### src/spc_defs.svh
// offsets, field positions, reset values and timing counts of the sleep and prescale controller
// Contract
// - divider select codes 0 to 8 divide the system clock by two to the code
// - reset loads divider select 0000, or 0011 when the divide-by-eight fuse is programmed
// - software may write any divider select value at run time
// - the divided clock paces the core and every synchronous peripheral
// - sleep happens only with sleep_arm_bit set when the sleep instruction runs
// - mode 000 idle stops only core and program memory clocks
// - mode 001 stops io, core and program memory clocks; converter and async run
// - mode 010 power-down stops the oscillator and all generated clocks
// - mode 011 power-save is power-down plus a running async timer that may wake
// - modes 110 and 111 keep the oscillator and wake in six cycles; 100, 101 reserved
// - an enabled interrupt wakes the device and holds the core four extra cycles
// - waking leaves register file and memory contents untouched
// - a reset during sleep wakes the device and restarts from the reset vector
// - converter quiet mode wakes only on its listed sources
// - power-down wakes only on its listed sources
// - outside idle the two external interrupts wake only when level sensed
// - entering idle or converter quiet mode starts a conversion if the converter is on
// - brownout_sleep_off turns the detector off in deep modes and back on at wake
// - after sleep with the detector off wake-up lasts about 60 us
// - bit 6 of processor_control_register is brownout_sleep_off, reset zero
// - brownout_sleep_off changes only inside a timed sequence opened by its enable bit
// - waking from power-down waits the start-up delay chosen by clock_source_fuse
`ifndef SPC_DEFS_SVH
`define SPC_DEFS_SVH

// register byte offsets
`define SPC_OFS_DIV 4'h0
`define SPC_OFS_SLEEP 4'h4
`define SPC_OFS_PROC 4'h8
`define SPC_OFS_STAT 4'hc

// divider select field
`define SPC_DIVSEL_NOFUSE 4'h0
`define SPC_DIVSEL_FUSE 4'h3
`define SPC_DIVSEL_MAX 4'h8

// field positions
`define SPC_SE_BIT 0
`define SPC_SM_LSB 1
`define SPC_BODSE_BIT 5
`define SPC_BROWNOUT_SLEEP_OFF_BIT 6

// sleep mode codes
`define SPC_SM_IDLE 3'h0
`define SPC_SM_ADCNR 3'h1
`define SPC_SM_PDOWN 3'h2
`define SPC_SM_PSAVE 3'h3
`define SPC_SM_STBY 3'h6
`define SPC_SM_XSTBY 3'h7

// timing
`define SPC_CLK_MHZ 50
`define SPC_TIMED_WIN 3'h4
`define SPC_HALT_CYC 16'h0004
`define SPC_STBY_CYC 16'h0006
`define SPC_EXTCLK_FUSE 4'h0
`define SPC_BOD_WAKE_NS 60000
`define SPC_BOD_WAKE_CYC ((`SPC_BOD_WAKE_NS * `SPC_CLK_MHZ + 999) / 1000)

`endif

### src/spc_pkg.sv
// types shared by the sleep and prescale controller
package spc_pkg;

  typedef enum logic [1:0] {ST_RUN, ST_SLEEP, ST_WAKE} spc_state_e;

  // clock domain, oscillator and detector enables, one bit each
  typedef struct packed {
    logic core;
    logic flash;
    logic io;
    logic adc;
    logic asy;
    logic main_osc;
    logic timer_osc;
    logic brownout_detector;
  } spc_gate_s;

  // divided clock enables for the synchronous domains
  typedef struct packed {
    logic core;
    logic flash;
    logic io;
    logic adc;
  } spc_clken_s;

  // pending wake requests from the interrupt sources
  typedef struct packed {
    logic adc_done;
    logic wdt;
    logic twi_match;
    logic async_timer;
    logic store_ready;
    logic ext_irq_zero;
    logic ext_irq_one;
    logic pin_change;
    logic other;
  } spc_wake_s;

endpackage

### src/spc_clk_div.sv
// glitch-free power-of-two system clock enable divider
`timescale 1ns/10ps
`include "spc_defs.svh"
module spc_clk_div #(
  parameter int SEL_W = 4,
  parameter int CNT_W = 8
) (
  input wire logic clk_in,
  input wire logic rst_in,
  input wire logic [SEL_W-1:0] sel_in,
  output logic tick_out,
  output logic [SEL_W-1:0] sel_applied_out
);

  logic [CNT_W-1:0] cnt;
  logic [SEL_W-1:0] sel_q;
  logic tick_q;
  wire [SEL_W-1:0] sel_clamp;
  wire [CNT_W-1:0] mask;
  wire hit;

  // reserved codes run at the slowest rate
  assign sel_clamp = (sel_in > `SPC_DIVSEL_MAX) ? `SPC_DIVSEL_MAX : sel_in;
  assign mask = CNT_W'((1 << sel_q) - 1);
  assign hit = (cnt & mask) == mask;
  assign tick_out = tick_q;
  assign sel_applied_out = sel_q;

  // new setting is taken only at a period boundary, so no short pulse
  always_ff @(posedge clk_in) begin
    if (rst_in) begin
      cnt <= {CNT_W{1'b1}};
      sel_q <= `SPC_DIVSEL_MAX;
      tick_q <= 1'b0;
    end else begin
      cnt <= cnt + 1'b1;
      tick_q <= hit;
      if (hit) begin
        sel_q <= sel_clamp;
      end
    end
  end
endmodule

### src/spc_wake_timer.sv
// down counter that times the wake-up hold of the core
`timescale 1ns/10ps
module spc_wake_timer #(
  parameter int W = 16
) (
  input wire logic clk_in,
  input wire logic rst_in,
  input wire logic load_in,
  input wire logic [W-1:0] count_in,
  output logic done_out,
  output logic busy_out
);

  logic [W-1:0] cnt;

  // done marks the last cycle of the loaded count
  assign done_out = (cnt == W'(1));
  assign busy_out = (cnt != '0);

  always_ff @(posedge clk_in) begin
    if (rst_in) begin
      cnt <= '0;
    end else if (load_in) begin
      cnt <= count_in;
    end else if (cnt != '0) begin
      cnt <= cnt - 1'b1;
    end
  end

endmodule

### src/spc_ctrl.sv
// sleep mode sequencer, clock gating and system clock prescaler with avalon registers
//
// Our own choices: the Avalon-MM interface to the registers and the placing of the registers.
`timescale 1ns/10ps
`include "spc_defs.svh"
module spc_ctrl import spc_pkg::*; #(
  parameter logic [15:0] STARTUP_CYCLES = 16'd1024
) (
  input wire logic clk_in,
  input wire logic rst_in,
  input wire logic div_by_eight_fuse_in,
  input wire logic [3:0] clock_source_fuse_in,
  input wire logic [3:0] address_in,
  input wire logic read_in,
  input wire logic write_in,
  input wire logic [31:0] writedata_in,
  input wire logic [3:0] byteenable_in,
  output logic [31:0] readdata_out,
  output logic waitrequest_out,
  input wire logic sleep_instr_in,
  input wire logic adc_enabled_in,
  input wire logic async_timer_active_in,
  input wire logic [1:0] ext_irq_level_sense_in,
  input wire spc_wake_s wake_in,
  input wire logic reset_wake_in,
  output spc_gate_s gate_out,
  output spc_clken_s clk_en_out,
  output logic adc_start_out,
  output logic resume_out,
  output logic restart_vector_out,
  output logic sleeping_out
);

  // ****************************************
  // functions
  // ****************************************

  // clock domains left running in each sleep mode
  function automatic spc_gate_s mode_gates(input logic [2:0] mode, input logic asy_on);
    spc_gate_s g;
    g = '0;
    g.brownout_detector = 1'b1;
    unique case (mode)
      `SPC_SM_IDLE: begin
        g.io = 1'b1;
        g.adc = 1'b1;
        g.asy = 1'b1;
        g.main_osc = 1'b1;
        g.timer_osc = asy_on;
      end
      `SPC_SM_ADCNR: begin
        g.adc = 1'b1;
        g.asy = 1'b1;
        g.main_osc = 1'b1;
        g.timer_osc = asy_on;
      end
      `SPC_SM_PDOWN: begin
        g.brownout_detector = 1'b1;
      end
      `SPC_SM_PSAVE: begin
        g.asy = asy_on;
        g.timer_osc = asy_on;
      end
      `SPC_SM_STBY: begin
        g.main_osc = 1'b1;
      end
      `SPC_SM_XSTBY: begin
        g.asy = asy_on;
        g.main_osc = 1'b1;
        g.timer_osc = asy_on;
      end
      default: begin
        g = '1;
      end
    endcase
    return g;
  endfunction

  // wake sources honoured by each sleep mode
  function automatic logic wake_allowed(input logic [2:0] mode, input spc_wake_s w,
                                        input logic [1:0] lvl);
    logic idle;
    logic e0;
    logic e1;
    logic common;
    logic ok;
    idle = (mode == `SPC_SM_IDLE);
    e0 = w.ext_irq_zero & (idle | lvl[0]);
    e1 = w.ext_irq_one & (idle | lvl[1]);
    common = w.wdt | w.twi_match | e0 | e1 | w.pin_change;
    unique case (mode)
      `SPC_SM_IDLE: ok = |w;
      `SPC_SM_ADCNR: ok = common | w.adc_done | w.async_timer | w.store_ready;
      `SPC_SM_PDOWN: ok = common;
      `SPC_SM_PSAVE: ok = common | w.async_timer;
      `SPC_SM_STBY: ok = common;
      `SPC_SM_XSTBY: ok = common | w.async_timer;
      default: ok = 1'b0;
    endcase
    return ok;
  endfunction

  // cycles that the core stays halted after a wake event
  function automatic logic [15:0] wake_cycles(input logic [2:0] mode, input logic [3:0] fuse,
                                              input logic bod_off, input logic [15:0] startup);
    logic [15:0] base;
    base = 16'h0000;
    if (mode == `SPC_SM_PDOWN || mode == `SPC_SM_PSAVE) begin
      base = (fuse == `SPC_EXTCLK_FUSE) ? `SPC_STBY_CYC : startup;
    end else if (mode == `SPC_SM_STBY || mode == `SPC_SM_XSTBY) begin
      base = `SPC_STBY_CYC;
    end
    if (bod_off && base < 16'(`SPC_BOD_WAKE_CYC)) begin
      base = 16'(`SPC_BOD_WAKE_CYC);
    end
    return base + `SPC_HALT_CYC;
  endfunction

  // ****************************************
  // registers and bus slave
  // ****************************************

  logic [3:0] divider_select;
  logic sleep_arm_bit;
  logic [2:0] sleep_mode_select;
  logic brownout_sleep_off;
  logic [2:0] timed_win;
  logic ack_q;
  logic [31:0] rdata_q;
  spc_state_e state;
  spc_state_e next_state;
  logic [2:0] mode_q;
  logic bod_off_q;
  spc_gate_s gate_q;
  spc_gate_s next_gate;
  spc_clken_s clk_en_q;
  logic adc_start_q;
  logic resume_q;
  logic restart_q;
  logic tick;
  logic [3:0] sel_applied;
  logic timer_done;

  wire req = read_in | write_in;
  wire wr_commit = write_in & ack_q & byteenable_in[0];
  wire wr_div = wr_commit & (address_in == `SPC_OFS_DIV);
  wire wr_sleep = wr_commit & (address_in == `SPC_OFS_SLEEP);
  wire wr_proc = wr_commit & (address_in == `SPC_OFS_PROC);
  wire brownout_sleep_off_open = writedata_in[`SPC_BROWNOUT_SLEEP_OFF_BIT] & writedata_in[`SPC_BODSE_BIT];
  wire brownout_sleep_off_take = (timed_win != 3'h0) & ~writedata_in[`SPC_BODSE_BIT];
  wire [7:0] div_rd = {4'h0, divider_select};
  wire [7:0] sleep_rd = {4'h0, sleep_mode_select, sleep_arm_bit};
  wire [7:0] proc_rd = {1'b0, brownout_sleep_off, 6'h00};
  wire [7:0] stat_rd = {sel_applied, 1'b0, bod_off_q, state == ST_WAKE, state == ST_SLEEP};
  wire [7:0] rd_mux = (address_in == `SPC_OFS_DIV) ? div_rd :
                      (address_in == `SPC_OFS_SLEEP) ? sleep_rd :
                      (address_in == `SPC_OFS_PROC) ? proc_rd :
                      (address_in == `SPC_OFS_STAT) ? stat_rd : 8'h00;

  // one wait cycle, then the answer; unmapped reads give zero
  assign waitrequest_out = req & ~ack_q;
  assign readdata_out = rdata_q;

  always_ff @(posedge clk_in) begin
    if (rst_in) begin
      ack_q <= 1'b0;
      rdata_q <= 32'h0000_0000;
    end else begin
      ack_q <= req & ~ack_q;
      if (read_in & ~ack_q) begin
        rdata_q <= {24'h00_0000, rd_mux};
      end
    end
  end

  // divider select and sleep control
  always_ff @(posedge clk_in) begin
    if (rst_in) begin
      divider_select <= div_by_eight_fuse_in ? `SPC_DIVSEL_FUSE : `SPC_DIVSEL_NOFUSE;
      sleep_arm_bit <= 1'b0;
      sleep_mode_select <= `SPC_SM_IDLE;
    end else begin
      if (wr_div) begin
        divider_select <= writedata_in[3:0];
      end
      if (wr_sleep) begin
        sleep_arm_bit <= writedata_in[`SPC_SE_BIT];
        sleep_mode_select <= writedata_in[`SPC_SM_LSB +: 3];
      end
    end
  end

  // brownout_sleep_off behind the timed enable window
  always_ff @(posedge clk_in) begin
    if (rst_in) begin
      brownout_sleep_off <= 1'b0;
      timed_win <= 3'h0;
    end else if (wr_proc && brownout_sleep_off_open) begin
      timed_win <= `SPC_TIMED_WIN;
    end else begin
      if (wr_proc && brownout_sleep_off_take) begin
        brownout_sleep_off <= writedata_in[`SPC_BROWNOUT_SLEEP_OFF_BIT];
      end
      if (timed_win != 3'h0) begin
        timed_win <= timed_win - 3'h1;
      end
    end
  end

  // ****************************************
  // prescaler and wake timer
  // ****************************************

  spc_clk_div #(.SEL_W(4), .CNT_W(8)) u_div (
    .clk_in(clk_in),
    .rst_in(rst_in),
    .sel_in(divider_select),
    .tick_out(tick),
    .sel_applied_out(sel_applied)
  );

  wire arm_ok = sleep_instr_in & sleep_arm_bit;
  wire mode_ok = sleep_mode_select[2:1] != 2'b10;
  wire enter = (state == ST_RUN) & arm_ok & mode_ok;
  wire deep = sleep_mode_select[1];
  wire wake_ok = wake_allowed(mode_q, wake_in, ext_irq_level_sense_in);
  wire go_wake = (state == ST_SLEEP) & wake_ok & ~reset_wake_in;
  wire [15:0] hold = wake_cycles(mode_q, clock_source_fuse_in, bod_off_q, STARTUP_CYCLES);

  spc_wake_timer #(.W(16)) u_wake (
    .clk_in(clk_in),
    .rst_in(rst_in),
    .load_in(go_wake),
    .count_in(hold),
    .done_out(timer_done),
    .busy_out()
  );

  // ****************************************
  // sleep sequencer
  // ****************************************

  // next state; a reset request returns sleep and wake to run
  always_comb begin
    next_state = state;
    unique case (state)
      ST_RUN: begin
        if (enter) begin
          next_state = ST_SLEEP;
        end
      end
      ST_SLEEP: begin
        if (reset_wake_in) begin
          next_state = ST_RUN;
        end else if (wake_ok) begin
          next_state = ST_WAKE;
        end
      end
      ST_WAKE: begin
        if (reset_wake_in || timer_done) begin
          next_state = ST_RUN;
        end
      end
    endcase
  end

  // gates for the coming cycle; wake restarts oscillator and detector
  always_comb begin
    next_gate = '1;
    if (next_state == ST_SLEEP) begin
      next_gate = mode_gates(enter ? sleep_mode_select : mode_q, async_timer_active_in);
      next_gate.brownout_detector = ~(enter ? (brownout_sleep_off & deep) : bod_off_q);
    end else if (next_state == ST_WAKE) begin
      next_gate = mode_gates(mode_q, async_timer_active_in);
      next_gate.main_osc = 1'b1;
      next_gate.brownout_detector = 1'b1;
    end
  end

  // state, latched mode and detector switch-off; nothing else is touched on wake
  always_ff @(posedge clk_in) begin
    if (rst_in) begin
      state <= ST_RUN;
      mode_q <= `SPC_SM_IDLE;
      bod_off_q <= 1'b0;
    end else begin
      state <= next_state;
      if (enter) begin
        mode_q <= sleep_mode_select;
        bod_off_q <= brownout_sleep_off & deep;
      end else if (next_state == ST_RUN) begin
        bod_off_q <= 1'b0;
      end
    end
  end

  // registered gates, divided enables and event pulses
  always_ff @(posedge clk_in) begin
    if (rst_in) begin
      gate_q <= '1;
      clk_en_q <= '0;
      adc_start_q <= 1'b0;
      resume_q <= 1'b0;
      restart_q <= 1'b0;
    end else begin
      gate_q <= next_gate;
      clk_en_q <= {tick & next_gate.core, tick & next_gate.flash,
                   tick & next_gate.io, tick & next_gate.adc};
      adc_start_q <= enter & adc_enabled_in & ~sleep_mode_select[1];
      resume_q <= (state == ST_WAKE) & timer_done & ~reset_wake_in;
      restart_q <= (state != ST_RUN) & reset_wake_in;
    end
  end

  assign gate_out = gate_q;
  assign clk_en_out = clk_en_q;
  assign adc_start_out = adc_start_q;
  assign resume_out = resume_q;
  assign restart_vector_out = restart_q;
  assign sleeping_out = (state != ST_RUN);

  // ****************************************
  // assertions
  // ****************************************

  wire edge_only0 = wake_in.ext_irq_zero & ~ext_irq_level_sense_in[0] &
                    ((wake_in & ~spc_wake_s'(9'h008)) == '0);
endmodule

### config.mk
export PLATFORM = sky130hd
export DESIGN_NAME = spc_ctrl
export DESIGN_NICKNAME = d
export VERILOG_FILES = /design/src/spc_pkg.sv /design/src/spc_clk_div.sv /design/src/spc_wake_timer.sv /design/src/spc_ctrl.sv
export VERILOG_INCLUDE_DIRS = /design/src
export SDC_FILE = /design/constraint.sdc
export NUM_CORES = 1
export LEC_CHECK = 0
export ABC_AREA = 1
export BUFFER_PORTS_ARGS = -buffer_cell sky130_fd_sc_hd__buf_2
export CORE_MARGIN = 4
export CORE_UTILIZATION = 44
export CTS_CLUSTER_DIAMETER = 30
export DETAILED_ROUTE_END_ITERATION = 8
export HOLD_SLACK_MARGIN = 0.08
export PLACE_DENSITY = 0.78
export SLEW_MARGIN = 15
export SYNTH_ARGS = -nofsm -noshare
export SYNTH_HDL_FRONTEND = slang
export SYNTH_HIERARCHICAL = 1
export SYNTH_SLANG_ARGS = --single-unit
### constraint.sdc
create_clock -name clk_in -period 2.72 [get_ports clk_in]
set_input_delay 0.136 -clock clk_in [delete_from_list [all_inputs] [get_ports clk_in]]
set_output_delay 0.136 -clock clk_in [all_outputs]
set_load 0.02 [all_outputs]
# Yosys cells after proc, flatten, opt, wreduce, memory -nomap -nowiden
# Index checks and enable logic that the tools add are counted.
dict set report totals {
  reg_bits 71
  latch_bits 0
  mem_bits_rw 0
  romBits 0
  out_inout_bits 49
  wordCells 176
  memories 0
}
dict set report classes {
  addsub 5
  multipliers 0
  div 0
  order_cmp 2
  n_eq_ne 20
  n_shift 1
  muxes 39
  n_bitwise 44
  reduce_logical 35
}
# operator count
set ops {}
lappend ops {{16-bit 2-to-1 mux} 3}
lappend ops {{8-bit 2-to-1 mux} 6}
lappend ops {{1-bit bitwise AND} 26}
lappend ops {{11-bit 2-to-1 mux} 2}
lappend ops {{16-bit by 3-bit adder with 16-bit output (second input constant)} 1}
lappend ops {{16-bit by 1-bit equality test with 1-bit output (second input constant)} 1}
lappend ops {{16-bit by 12-bit < comparator with 1-bit output (second input constant)} 1}
lappend ops {{16-bit nonzero test} 1}
lappend ops {{4-bit OR reduction} 4}
lappend ops {{16-bit by 1-bit subtractor with 16-bit output (second input constant)} 1}
lappend ops {{2-bit 2-to-1 mux} 7}
lappend ops {{3-bit by 2-bit equality test with 1-bit output (second input constant)} 4}
lappend ops {{3-bit equality test (second input constant)} 4}
lappend ops {{3-bit 2-to-1 mux} 4}
lappend ops {{4-bit 2-to-1 mux} 3}
lappend ops {{2-bit OR reduction} 6}
lappend ops {{6-bit OR reduction} 2}
lappend ops {{1-bit bitwise OR} 11}
lappend ops {{2-bit nonzero test} 5}
lappend ops {{5-bit OR reduction} 2}
lappend ops {{9-bit OR reduction} 1}
lappend ops {{8-bit by 1-bit adder with 8-bit output (second input constant)} 1}
lappend ops {{8-bit bitwise AND} 1}
lappend ops {{4-bit equality test (second input constant)} 2}
lappend ops {{other kinds (22)} 47}

# Depth between registers and ports, before layout
# Gate-level depths: netlist of run 1.
dict set report logic_depth {
  ltp_word 17
  mapped_depth 16
  ltp_nobuf 15
}

# Cells and area by module
# The synthesis of run 1 kept the hierarchy.
# module n_inst cells_each area_per_inst_um2
set modules_own_cells {}
lappend modules_own_cells {spc_ctrl 1 293 2120.8}
lappend modules_own_cells {spc_wake_timer 1 178 1088.5}
lappend modules_own_cells {spc_clk_div 1 102 719.4}

# Least setup slack after synthesis of run 1
# No wires, ideal clock.
dict set report synth_timing {
  path_kind {register to register}
  startpoint {register u_wake.cnt[5]}
  endpoint {register gate_q (netlist bit gate_out[3])}
  setup_ps 125
  arrival_ps 1780
  required_time_ps 2595
  path_slack_ps 815
  path_stages_with_launch 13
  path_cell_list {dfxtp_1 -> nor2_1 -> nand2_2 -> inv_1 -> nand3_1 -> nor2_1 -> nor2_1 -> o31ai_1 -> nand2_1 -> nand2_2 -> nand3_2 -> o21ai_1 -> nand2_1}
}
dict set report synth_between {
  elab_chain_cells 7
  elab_cells_between_ends 8
  classes_between {eq/ne (3); mux (4); reduce/logical (1)}
}
# item line
set synth_lines {}
lappend synth_lines {{start, declared} spc_wake_timer.sv:14} ;# logic [W-1:0] cnt;
lappend synth_lines {{start signal, assigned} spc_wake_timer.sv:24} ;# cnt <= count_in;
lappend synth_lines {{start signal, assigned} spc_wake_timer.sv:26} ;# cnt <= cnt - 1'b1;
lappend synth_lines {{16-bit by 1-bit equality test with 1-bit output *} spc_wake_timer.sv:17} ;# assign done_out = (cnt == W'(1));
lappend synth_lines {{net timer_done} spc_ctrl.sv:142} ;# logic timer_done;
lappend synth_lines {{1-bit logical OR *} spc_ctrl.sv:260} ;# if (reset_wake_in || timer_done) begin
lappend synth_lines {{2-bit 2-to-1 mux *} spc_ctrl.sv:260}
lappend synth_lines {{2-bit case mux with 3 select lines *} spc_ctrl.sv:246} ;# unique case (state)
lappend synth_lines {{2-bit equality test} spc_ctrl.sv:273} ;# end else if (next_state == ST_WAKE) begin
lappend synth_lines {{8-bit 2-to-1 mux} spc_ctrl.sv:273}
lappend synth_lines {{8-bit 2-to-1 mux *} spc_ctrl.sv:270} ;# if (next_state == ST_SLEEP) begin
lappend synth_lines {{end signal, assigned} spc_ctrl.sv:306} ;# gate_q <= next_gate;
lappend synth_lines {{end, declared} spc_ctrl.sv:134} ;# spc_gate_s gate_q;
# The timed path passes the listed nets; every way through them passes the cells marked *.
# A chain may end at the register's enable or synchronous reset.

# Worst setup path after layout of run 1
dict set report layout_timing {
  startpoint {register u_wake.cnt[8]}
  endpoint {register gate_q (netlist bit gate_out[4])}
}
# The elaborated chain is that of the path after synthesis.

==> impl_metrics.py, run 1 <==
metrics = {
    "global_routing": {
        "grt_pass1_vias": 3535,
        "grt_usage_pct": 18.06,
        "overflow": 0,
        "antenna_found_initial": 0,
        "grt_pass1_wl_um": 15170,
        "grt_max_degree": 25,
    },
    "layout": {
        "num-nets-final": 724,
        "n_antenna_cell": 0,
        "mostFrequentLayoutCell": "nand2_1",
        "layout.cells.most_common_list": "nand2_1, nor2_1, inv_1, dfxtp_1, buf_2",
        "area_growth_pct": 17.42,
        "drive_gt1_share_pct": 17.07,
        "final_area_mm2": 0.004613,
    },
    "drt": {
        "via_per_inst": 4.902,
        "drt-wirelength-per-cell_um": 11.66,
        "drc": 0,
        "firstDrtPassIters": 5,
        "wl_um": 8908,
        "drtAntennaViolNets": 0,
        "drt_iter0_markers": 160,
        "via_count": 3745,
    },
    "placed_design": {
        "pre_cts_ws_ps": 500.7,
        "place_congestion": 0.8830,
        "io_buffers": 59,
        "place_area_mm2": 0.004264,
        "dp_hpwl_um": 6698,
    },
    "critical_path": {
        "ff2ff_path_depth": 12,
        "crit_chain": "nor2_1 -> nand2_1 -> inv_1 -> nand3_1 -> nor2_1 -> nor2_1 -> o31ai_1 -> nand2_1 -> nand2_2 -> nand3_2 -> nand2_1 -> nand3_1",
        "crit_fanout": 5,
        "critPathTopFamily": "simple AND/OR/NAND/NOR gates",
        "r2r_setup_slack_ps": 460,
        "cp_num_buf_inv": 1,
        "crit_path_top_delay_cell": "o31ai_1",
        "cp.arrival_ps": 2490,
        "cp-end-kind": "flop",
        "slowest_delay_ps": 450,
        "r2r_start": "u_wake/cnt[8]",
        "reg2reg_to": "gate_out[4]",
        "start_kind": "flop",
        "worstSetupPathType": "flop to flop",
        "critical_path_required_ps": 2940,
    },
    "synthesis": {
        "synthAdderAreaFrac_pct": 2.866,
        "async_reset_ff_share_pct": 0,
        "yosysSeqAreaShare_pct": 36.18,
        "syn_inst": 573,
        "synthSimpleGateAreaFrac_pct": 35.86,
        "synth_seq_cells": 69,
        "synth_top_family_by_area": "simple AND/OR/NAND/NOR gates",
        "ys_warn_count": 6,
        "synth-edff-count": 4,
        "synth_xor_area_share_pct": 0.8917,
        "synth_area_per_cell_um2": 6.856,
        "synth_compound_area_share_pct": 11.11,
        "synth_flop_cell": "dfxtp_1",
        "synthMuxAreaShare_pct": 0,
        "synthDistinctLibCells": 44,
        "synth_area_mm2": 0.003929,
    },
    "floorplan": {
        "die_area_mm2": 0.01051,
        "dieHeight_um": 102.5,
        "boundaryPins": 113,
        "core-area_mm2": 0.008721,
        "initial_core_util_pct": 45.05,
        "core.rowCount": 34,
        "die_w_um": 102.5,
    },
    "pwr": {
        "pwr-share-seq_pct": 33.1,
        "leakage_nw": 2.279,
        "fin_total_pwr_mw": 4.296,
        "power.switching_mw": 1.764,
        "pwr-share-clk_pct": 24.3,
        "netSwitchingFraction_pct": 41.05,
        "p_int_mw": 2.532,
        "power_density_mw_per_mm2": 931.2,
        "p_comb_share_pct": 42.6,
        "ir_worst_vdd_uv": 358.0,
    },
    "clocking": {
        "cts_made_buffers": 9,
        "clock_latency_ps": 350,
        "htreeDepth": 3,
        "clk_pin_slew_ps": 70,
        "clockBufferDepth": 2,
        "cts_tree": "done",
        "postCtsSetupBuffers": 0,
        "cts_sinks": 69,
        "clock-root-buffer": "clkbuf_8",
    },
    "sta": {
        "worstMarginPinSlew_ps": 867.5,
        "layout_setup_ws_ps": 458.3,
        "setup-violations-final": 0,
        "fin_crit_sh_pct": 83.15,
        "hold_violations": 0,
        "finalSetupTns_ps": 0,
        "slew_violations": 0,
        "fmax_mhz": 442.1,
        "slew_headroom_pct": 41.96,
        "rsz0062_at_grt": "no",
        "clock_skew_ps": 10.31,
        "period_needed_ps": 2262,
    },
    "min_path": {
        "hold_depth": 3,
        "hold_class": "input pin to flop",
        "hold_end": "restart_vector_out",
        "min-delay-start": "reset_wake_in",
    },
    "run": {
        "maxCapViolCount": 0,
    },
    "status": {
        "outcome": "completed",
    },
}
how the worst max path moves through the flow:
stage                             end  slack (ps)          start  depth (start not counted)
after global placement    gate_out[3]         580  u_wake/cnt[8]                         12
after global routing      gate_out[4]         210  u_wake/cnt[6]                         12
after detailed placement  gate_out[4]         500  u_wake/cnt[8]                         12
final                     gate_out[4]         460  u_wake/cnt[8]                         12
after floorplan           gate_out[3]         820  u_wake/cnt[5]                         12
after CTS                 gate_out[4]         480  u_wake/cnt[8]                         12
power by group through the flow:
stage          clock network [mW]  logic (mW)  registers, mW
2_1_floorplan                   0        1.51           1.42
3_3_place_gp                    0        1.75           1.43
3_5_place_dp                    0        1.81           1.44
4_1_cts                      1.06        1.83           1.42
5_1_grt                      1.11        2.11           1.46
6_report                     1.04        1.83           1.42
registers in the layout, summed over array words and instances (netlist names), 4 cells and up:
signal,cells
gate_out,7
u_wake/cnt,16
readdata_out,8
divider_select,4
u_div/sel_applied_out,4
u_div/cnt,8
logic make-up after synthesis:
kind of cell | after synthesis
AOI/OAI and AO/OA | 76
buffers and inverters | 109
adders and majority gates | 9
and+or+nand+nor | 305
other | 1
DFF | 69
xor gates and xnor gates | 4
through the flow:
step	std cells	hold slack [ps]	util, %
global placement	738	364.8	48.90
global route	764	139.1	52.90
detailed placement	738	365.8	48.90
finish	764	105.9	52.90
CTS	764	91.69	52.90
floorplan	602	205.1	-
repair_timing:
item	4_1_cts	5_1_grt
hold buffers	10	0
gates resized for setup	0	0
hold endpoints to repair	9	0
worst min-delay path: stages:
cell and delay (ps):
buf_2 120, inv_1 60, nor3_1 70
synth_stat cells (2+ instances only):
cell	n	area, um2
a21oi_1	33	165.2
a31oi_1	2	12.51
and2_1	2	12.51
buf_4	26	195.2
clkbuf_1	7	26.28
dfxtp_1	65	1301
edfxtp_1	4	120.1
ha_1	9	112.6
inv_1	70	262.8
inv_2	3	11.26
nand2_1	135	506.7
nand2_2	7	43.79
nand2_4	3	33.78
nand3_1	37	185.2
nand3_2	5	50.05
nand3_4	2	35.03
nand3b_1	3	22.52
nand4_1	8	50.05
nor2_1	83	311.6
nor2_2	3	18.77
nor2_4	5	56.30
nor3_1	5	25.02
nor4_1	2	12.51
o21ai_0	28	140.1
o21bai_1	2	15.01
or2_2	3	18.77
xor2_1	4	35.03
layout make-up:
type                       count  area (um2)
clock buffer                  11       141.4
clock inverter                 5       107.6
fill                         817        4108
inverter                      75       284.0
multi-input combinational    424        2106
sequential                    69        1421
tap                          108       135.1
timing repair buffer          72       417.9
per-layer routing:
metal	track usage [%]	vias up	part of all wire (%)
li1	-	1930	-
met1	22.61	1673	44
met2	30.09	122	48
met3	3.315	20	5.8
met4	8.476	0	2.1
met5	0	-	0
(Power assumes the default switching activity.)
==> inputs of run 2 (changes only) <==
- clock period: 2.72 -> 2.1 ns (I/O delays scaled with it)
==> run 2 against run 1 <==
Die area unchanged. Worst hold slack worse by 2.2 ps. First-iteration DRC count down 2.5%. Largest cell class unchanged. Final cell count up 1.4%. Register-to-register slack worse by 320 ps.
==> impl_metrics.py, run 2 (same netlist as run 1, synthesis figures left out) <==
metrics = {
    "floorplan": {
        "core-area_mm2": 0.008721,
        "die_area_mm2": 0.01051,
        "dieHeight_um": 102.5,
        "initial_core_util_pct": 45.05,
        "core.rowCount": 34,
        "boundaryPins": 113,
        "die_w_um": 102.5,
    },
    "clocking": {
        "clockBufferDepth": 2,
        "clock-root-buffer": "clkbuf_8",
        "clock_latency_ps": 360,
        "cts_tree": "done",
        "cts_made_buffers": 9,
        "htreeDepth": 3,
        "cts_sinks": 69,
        "clk_pin_slew_ps": 80,
    },
    "drt": {
        "via_per_inst": 4.916,
        "drt-wirelength-per-cell_um": 11.95,
        "wl_um": 9264,
        "via_count": 3810,
        "drc": 0,
        "firstDrtPassIters": 4,
        "drt_iter0_markers": 156,
        "drtAntennaViolNets": 0,
    },
    "critical_path": {
        "reg2reg_to": "clk_en_out[3]",
        "crit_fanout": 7,
        "start_kind": "flop",
        "cp-startpoint": "state[1]",
        "slowest_delay_ps": 350,
        "worstSetupPathType": "flop to flop",
        "ff2ff_path_depth": 11,
        "worst_path_most_repeated_cell": "inv_1",
        "r2r_setup_slack_ps": 130,
        "crit_chain": "inv_1 -> ha_1 -> nand3_1 -> a21oi_4 -> inv_2 -> nor2_1 -> a21oi_2 -> or2_1 -> inv_1 -> nand2_1 -> a21oi_1",
        "critical_path_required_ps": 2390,
        "r2r_start": "state[1]",
        "crit_path_top_delay_cell": "dfxtp_1",
        "cp.arrival_ps": 2260,
        "worstSetupEndpoint": "clk_en_out[3]",
        "cp-end-kind": "flop",
    },
    "layout": {
        "layout.cells.most_common_list": "nand2_1, nor2_1, inv_1, dfxtp_1, buf_2",
        "mostFrequentLayoutCell": "nand2_1",
        "regArea_mm2": 0.001421,
        "largest_reg_flops": 16,
        "regMostFlops": "u_wake/cnt",
        "final_area_mm2": 0.004706,
        "num-nets-final": 735,
        "multiInputGateArea_mm2": 0.002125,
        "n_fill_cell": 806,
        "n_antenna_cell": 0,
        "drive_gt1_share_pct": 19.34,
        "area_growth_pct": 19.78,
    },
    "global_routing": {
        "antenna_found_initial": 0,
        "grt_max_degree": 35,
        "grt_pass1_vias": 3524,
        "grt_pass1_wl_um": 15350,
        "grt_usage_pct": 18.20,
        "overflow": 0,
    },
    "sta": {
        "setup-violations-final": 0,
        "period_needed_ps": 1965,
        "clock_skew_ps": 11.39,
        "fmax_mhz": 508.9,
        "hold_violations": 0,
        "rsz0062_at_grt": "yes",
        "slew_violations": 0,
        "layout_setup_ws_ps": 134.9,
        "worstMarginPinSlew_ps": 585.1,
        "slew_headroom_pct": 60.64,
        "fin_crit_sh_pct": 93.58,
    },
    "pwr": {
        "leakage_nw": 2.318,
        "p_comb_share_pct": 44.6,
        "pwr-share-seq_pct": 32.9,
        "pwr-share-clk_pct": 22.5,
        "power_density_mw_per_mm2": 1191,
        "netSwitchingFraction_pct": 42.15,
        "power.switching_mw": 2.363,
        "ir_worst_vdd_uv": 470.2,
        "p_int_mw": 3.242,
    },
    "run": {
        "maxCapViolCount": 0,
    },
    "placed_design": {
        "place_congestion": 0.8969,
        "io_buffers": 59,
        "pre_cts_ws_ps": 96.36,
        "dp_hpwl_um": 6863,
        "place_area_mm2": 0.004317,
    },
    "status": {
        "outcome": "completed",
    },
    "min_path": {
        "hold_class": "input pin to flop",
    },
}
## run 2: what timing repair did
action / CTS / global route
setup endpoints to repair: 0 / 12
setup buffers: 0 / 2
gates resized for setup: 0 / 8
hold buffers: 12 / 0
endpoints found under the hold margin: 13 / 0
## run 2: area by class of cell
type | instances | area share [%]
inverter | 75 | 6.115
tap | 108 | 2.872
clock buffer | 10 | 2.925
clock inverter | 6 | 1.994
sequential | 69 | 30.20
multi-input combinational | 424 | 45.15
timing repair buffer | 83 | 10.74
## run 2: how the worst min path moves through the flow
| stage | slack (ps) | depth (start not counted) | from | to |
|---|---|---|---|---|
| after detailed placement | 330 | 3 | adc_enabled_in | adc_start_out |
| after floorplan | 170 | 1 | rst_in | u_wake/cnt[6] |
| after global placement | 340 | 3 | adc_enabled_in | adc_start_out |
| final | 100 | 5 | async_timer_active_in | gate_out[3] |
| after CTS | 90 | 5 | async_timer_active_in | gate_out[3] |
| after global routing | 130 | 5 | async_timer_active_in | gate_out[3] |
## run 2: worst max-delay path, delay by kind of cell, from the launching register on
kind	cells	cell delay, ps
buf+inv	3	260
flops	1	350
compound gates	3	460
fa+ha+maj	1	240
simple gates	4	590
## run 2: metal layers
layer  vias up  global-route usage [%]  routed length (um)
met5         -                       0                   0
met4         0                   7.265                 175
met3        18                   5.007                 576
met2       109                   31.88                4649
met1      1737                   20.95                3863
li1       1946                       -                   -
## run 2: metrics by stage
step / power, mW / TNS [ps] / util, % / cells / hold slack [ps]
floorplan: 3.794 / 0 / - / 602 / 174.1
global placement: 4.201 / 0 / 49.50 / 745 / 335.5
detailed placement: 4.307 / 0 / 49.50 / 745 / 329.7
CTS: 5.598 / 0 / 53.53 / 773 / 86.76
global route: 6.051 / -4.137 / 53.96 / 775 / 132.4
finish: 5.605 / 0 / 53.96 / 775 / 103.6
## run 2: power by group through the flow
stage	clock network (mW)	registers, mW	logic (mW)
final	1.26	1.85	2.50
after global placement	0	1.85	2.35
after floorplan	0	1.84	1.95
after global routing	1.34	1.89	2.82
after CTS	1.29	1.84	2.48
after detailed placement	0	1.87	2.44
==> inputs of run 3 (changes only) <==
- ABC_AREA: 1 -> not set
- CTS_BUF_LIST: not set -> sky130_fd_sc_hd__clkbuf_2 sky130_fd_sc_hd__clkbuf_4 sky130_fd_sc_hd__clkbuf_8
- PLACE_DENSITY: 0.78 -> 0.79
==> run 3 against run 2 <==
The flow now finishes with violations (negative setup slack). Clock power shrank 25%. Die area down 1.4%. Largest power group unchanged. Count of clock-buffer cells in the layout stayed put. Final cell count down 13%. Global-route usage up 0.57 points. Highest routed layer unchanged. Power down 22%. Combinational power is 30% lower. Wire length grew 5.4%.
==> impl_metrics.py, run 3 <==
metrics = {
    "critical_path": {
        "start_kind": "flop",
        "cp-startpoint": "u_wake/cnt[7]",
        "crit_path_top_delay_cell": "nor4b_4",
        "slowest_delay_ps": 340,
        "crit_fanout": 6,
        "cp_num_buf_inv": 1,
        "path_depth": 10,
        "worstSetupPathType": "flop to flop",
        "critical_path_required_ps": 2330,
        "crit_chain": "nor4_4 -> nand4_4 -> nor4b_4 -> nand2b_1 -> a21oi_1 -> or3_4 -> a32oi_4 -> buf_4 -> o21ai_2 -> and3b_1",
        "cp-end-kind": "flop",
        "r2r_start": "u_wake/cnt[7]",
        "ff2ff_path_depth": 10,
        "cp.arrival_ps": 2750,
        "critPathTopFamily": "simple AND/OR/NAND/NOR gates",
    },
    "pwr": {
        "p_comb_share_pct": 40.2,
        "netSwitchingFraction_pct": 36.41,
        "leakage_nw": 2.012,
        "p_int_mw": 2.786,
        "power_density_mw_per_mm2": 894.0,
        "ir_worst_vdd_uv": 412.8,
        "power.switching_mw": 1.595,
        "pwr-share-seq_pct": 38.3,
        "pwr-share-clk_pct": 21.4,
    },
    "floorplan": {
        "dieHeight_um": 101.8,
        "die_area_mm2": 0.01036,
        "boundaryPins": 113,
        "core.rowCount": 33,
        "initial_core_util_pct": 46.16,
        "die_w_um": 101.8,
        "core-area_mm2": 0.008382,
    },
    "global_routing": {
        "grt_pass1_wl_um": 15660,
        "grt.busiest_layer": "met2",
        "antenna_found_initial": 0,
        "grt_use_met2_pct": 31.79,
        "met3_usage_pct": 2.893,
        "grt_max_degree": 50,
        "grt_usage_pct": 18.77,
        "grt_pass1_vias": 3431,
        "overflow": 0,
        "grt_use_met1_pct": 24.03,
    },
    "layout": {
        "n_antenna_cell": 0,
        "mostFrequentLayoutCell": "dfxtp_1",
        "area_growth_pct": 26.68,
        "utilization_pct": 58.47,
        "final_cells": 678,
        "num-nets-final": 641,
        "drive_gt1_share_pct": 29.84,
        "layout.cells.most_common_list": "dfxtp_1, buf_2, buf_4, nor2_1, nand2_1",
        "regMostFlops": "u_wake/cnt",
        "largest_reg_flops": 16,
    },
    "clocking": {
        "cts_made_buffers": 9,
        "clock-root-buffer": "clkbuf_8",
        "clk_pin_slew_ps": 80,
        "htreeDepth": 3,
        "clock_latency_ps": 340,
        "cts_tree": "done",
        "clockBufferDepth": 2,
        "cts_sinks": 69,
    },
    "drt": {
        "via_per_inst": 5.339,
        "drt_iter0_markers": 141,
        "firstDrtPassIters": 4,
        "drt-wirelength-per-cell_um": 14.40,
        "drc": 0,
        "drtAntennaViolNets": 0,
        "wl_um": 9766,
        "via_count": 3620,
    },
    "placed_design": {
        "io_buffers": 59,
        "dp.cells": 645,
        "place_congestion": 0.8808,
        "dp_hpwl_um": 7126,
    },
    "min_path": {
        "min-delay-start": "read_in",
        "hold_class": "input pin to flop",
        "hold_depth": 3,
    },
    "status": {
        "outcome": "finished with violations",
        "violations": "negative setup slack",
    },
    "synthesis": {
        "syn_inst": 449,
        "ys_warn_count": 6,
        "synth_area_mm2": 0.003869,
        "synth_area_per_cell_um2": 8.616,
    },
    "sta": {
        "fin_crit_sh_pct": 120.1,
        "rsz0062_at_grt": "yes",
        "holdWs_ps": 94.37,
        "fmax_mhz": 396.6,
        "period_needed_ps": 2521,
        "clock_skew_ps": 11.86,
        "worstMarginPinSlew_ps": 838.1,
        "slew_headroom_pct": 44.13,
        "slew_violations": 0,
        "hold_violations": 0,
        "setup-violations-final": 10,
        "layout_setup_ws_ps": -421.3,
    },
    "run": {
        "maxCapViolCount": 0,
    },
}
[run 3: changes by cell type in the layout (fill, tap and decap cells not counted), moves of 8 or more]
cell	before	now
nor3_1	5	13
inv_1	70	20
a21oi_1	32	16
nand2_1	135	36
buf_4	12	50
nand2b_1	0	10
nor2_1	79	37
o21ai_0	27	19
nand3_1	37	14
xnor2_1	0	10
nor2b_1	0	12
[run 3: final cells by class]
class / instances / area, um2
flip-flops and latches: 69 / 1430
clock inverters: 6 / 37.54
fillers: 731 / 3481
multi-input cells: 347 / 2312
well taps: 105 / 131.4
repair buffers: 119 / 772.0
inverters: 22 / 86.33
clock buffers: 10 / 131.4
[run 3: per-stage QoR]
| stage | setup TNS [ps] | instance area (um2) | setup WS, ps | power (mW) |
|---|---|---|---|---|
| after floorplan | -3078 | 3995 | -420.7 | 2.844 |
| after global routing | -4597 | 4901 | -531.8 | 4.658 |
| after CTS | -2921 | 4741 | -392.7 | 4.270 |
| final | -3308 | 4901 | -421.3 | 4.381 |
| after global placement | -3182 | 4462 | -409.1 | 3.217 |
| after detailed placement | -3540 | 4462 | -443.5 | 3.291 |
[run 3: final timing paths]
path / slack, ps / endpoint
max: -420 / clk_en_out[0]
min: 90 / ack_q
max reg2reg: -420 / clk_en_out[0]
min reg2reg: 420 / u_div/cnt[0]
[run 3: power groups by stage]
stage	clock, mW	sequential, mW	combinational [mW]
2_1_floorplan	0	1.71	1.13
3_3_place_gp	0	1.68	1.53
3_5_place_dp	0	1.70	1.59
4_1_cts	0.957	1.67	1.64
5_1_grt	1.01	1.70	1.94
6_report	0.939	1.68	1.76
[run 3: layer usage]
layer / vias up / wire length (um)
met5: - / 0
met4: 0 / 180
met3: 16 / 394
met2: 93 / 4942
met1: 1723 / 4248
li1: 1788 / -
[run 3: tightest hold or removal path, stage by stage]
cell,delay [ps]
buf_2,100
nor2_1,50
nor3_1,130
[run 3: timing repair]
action                     in CTS  in global routing
hold buffers                    9                  0
setup endpoints to repair      11                 21
pin swaps                       1                 17
gates resized for setup         2                 27
setup buffers                   2                  7
hold endpoints to repair       12                  0
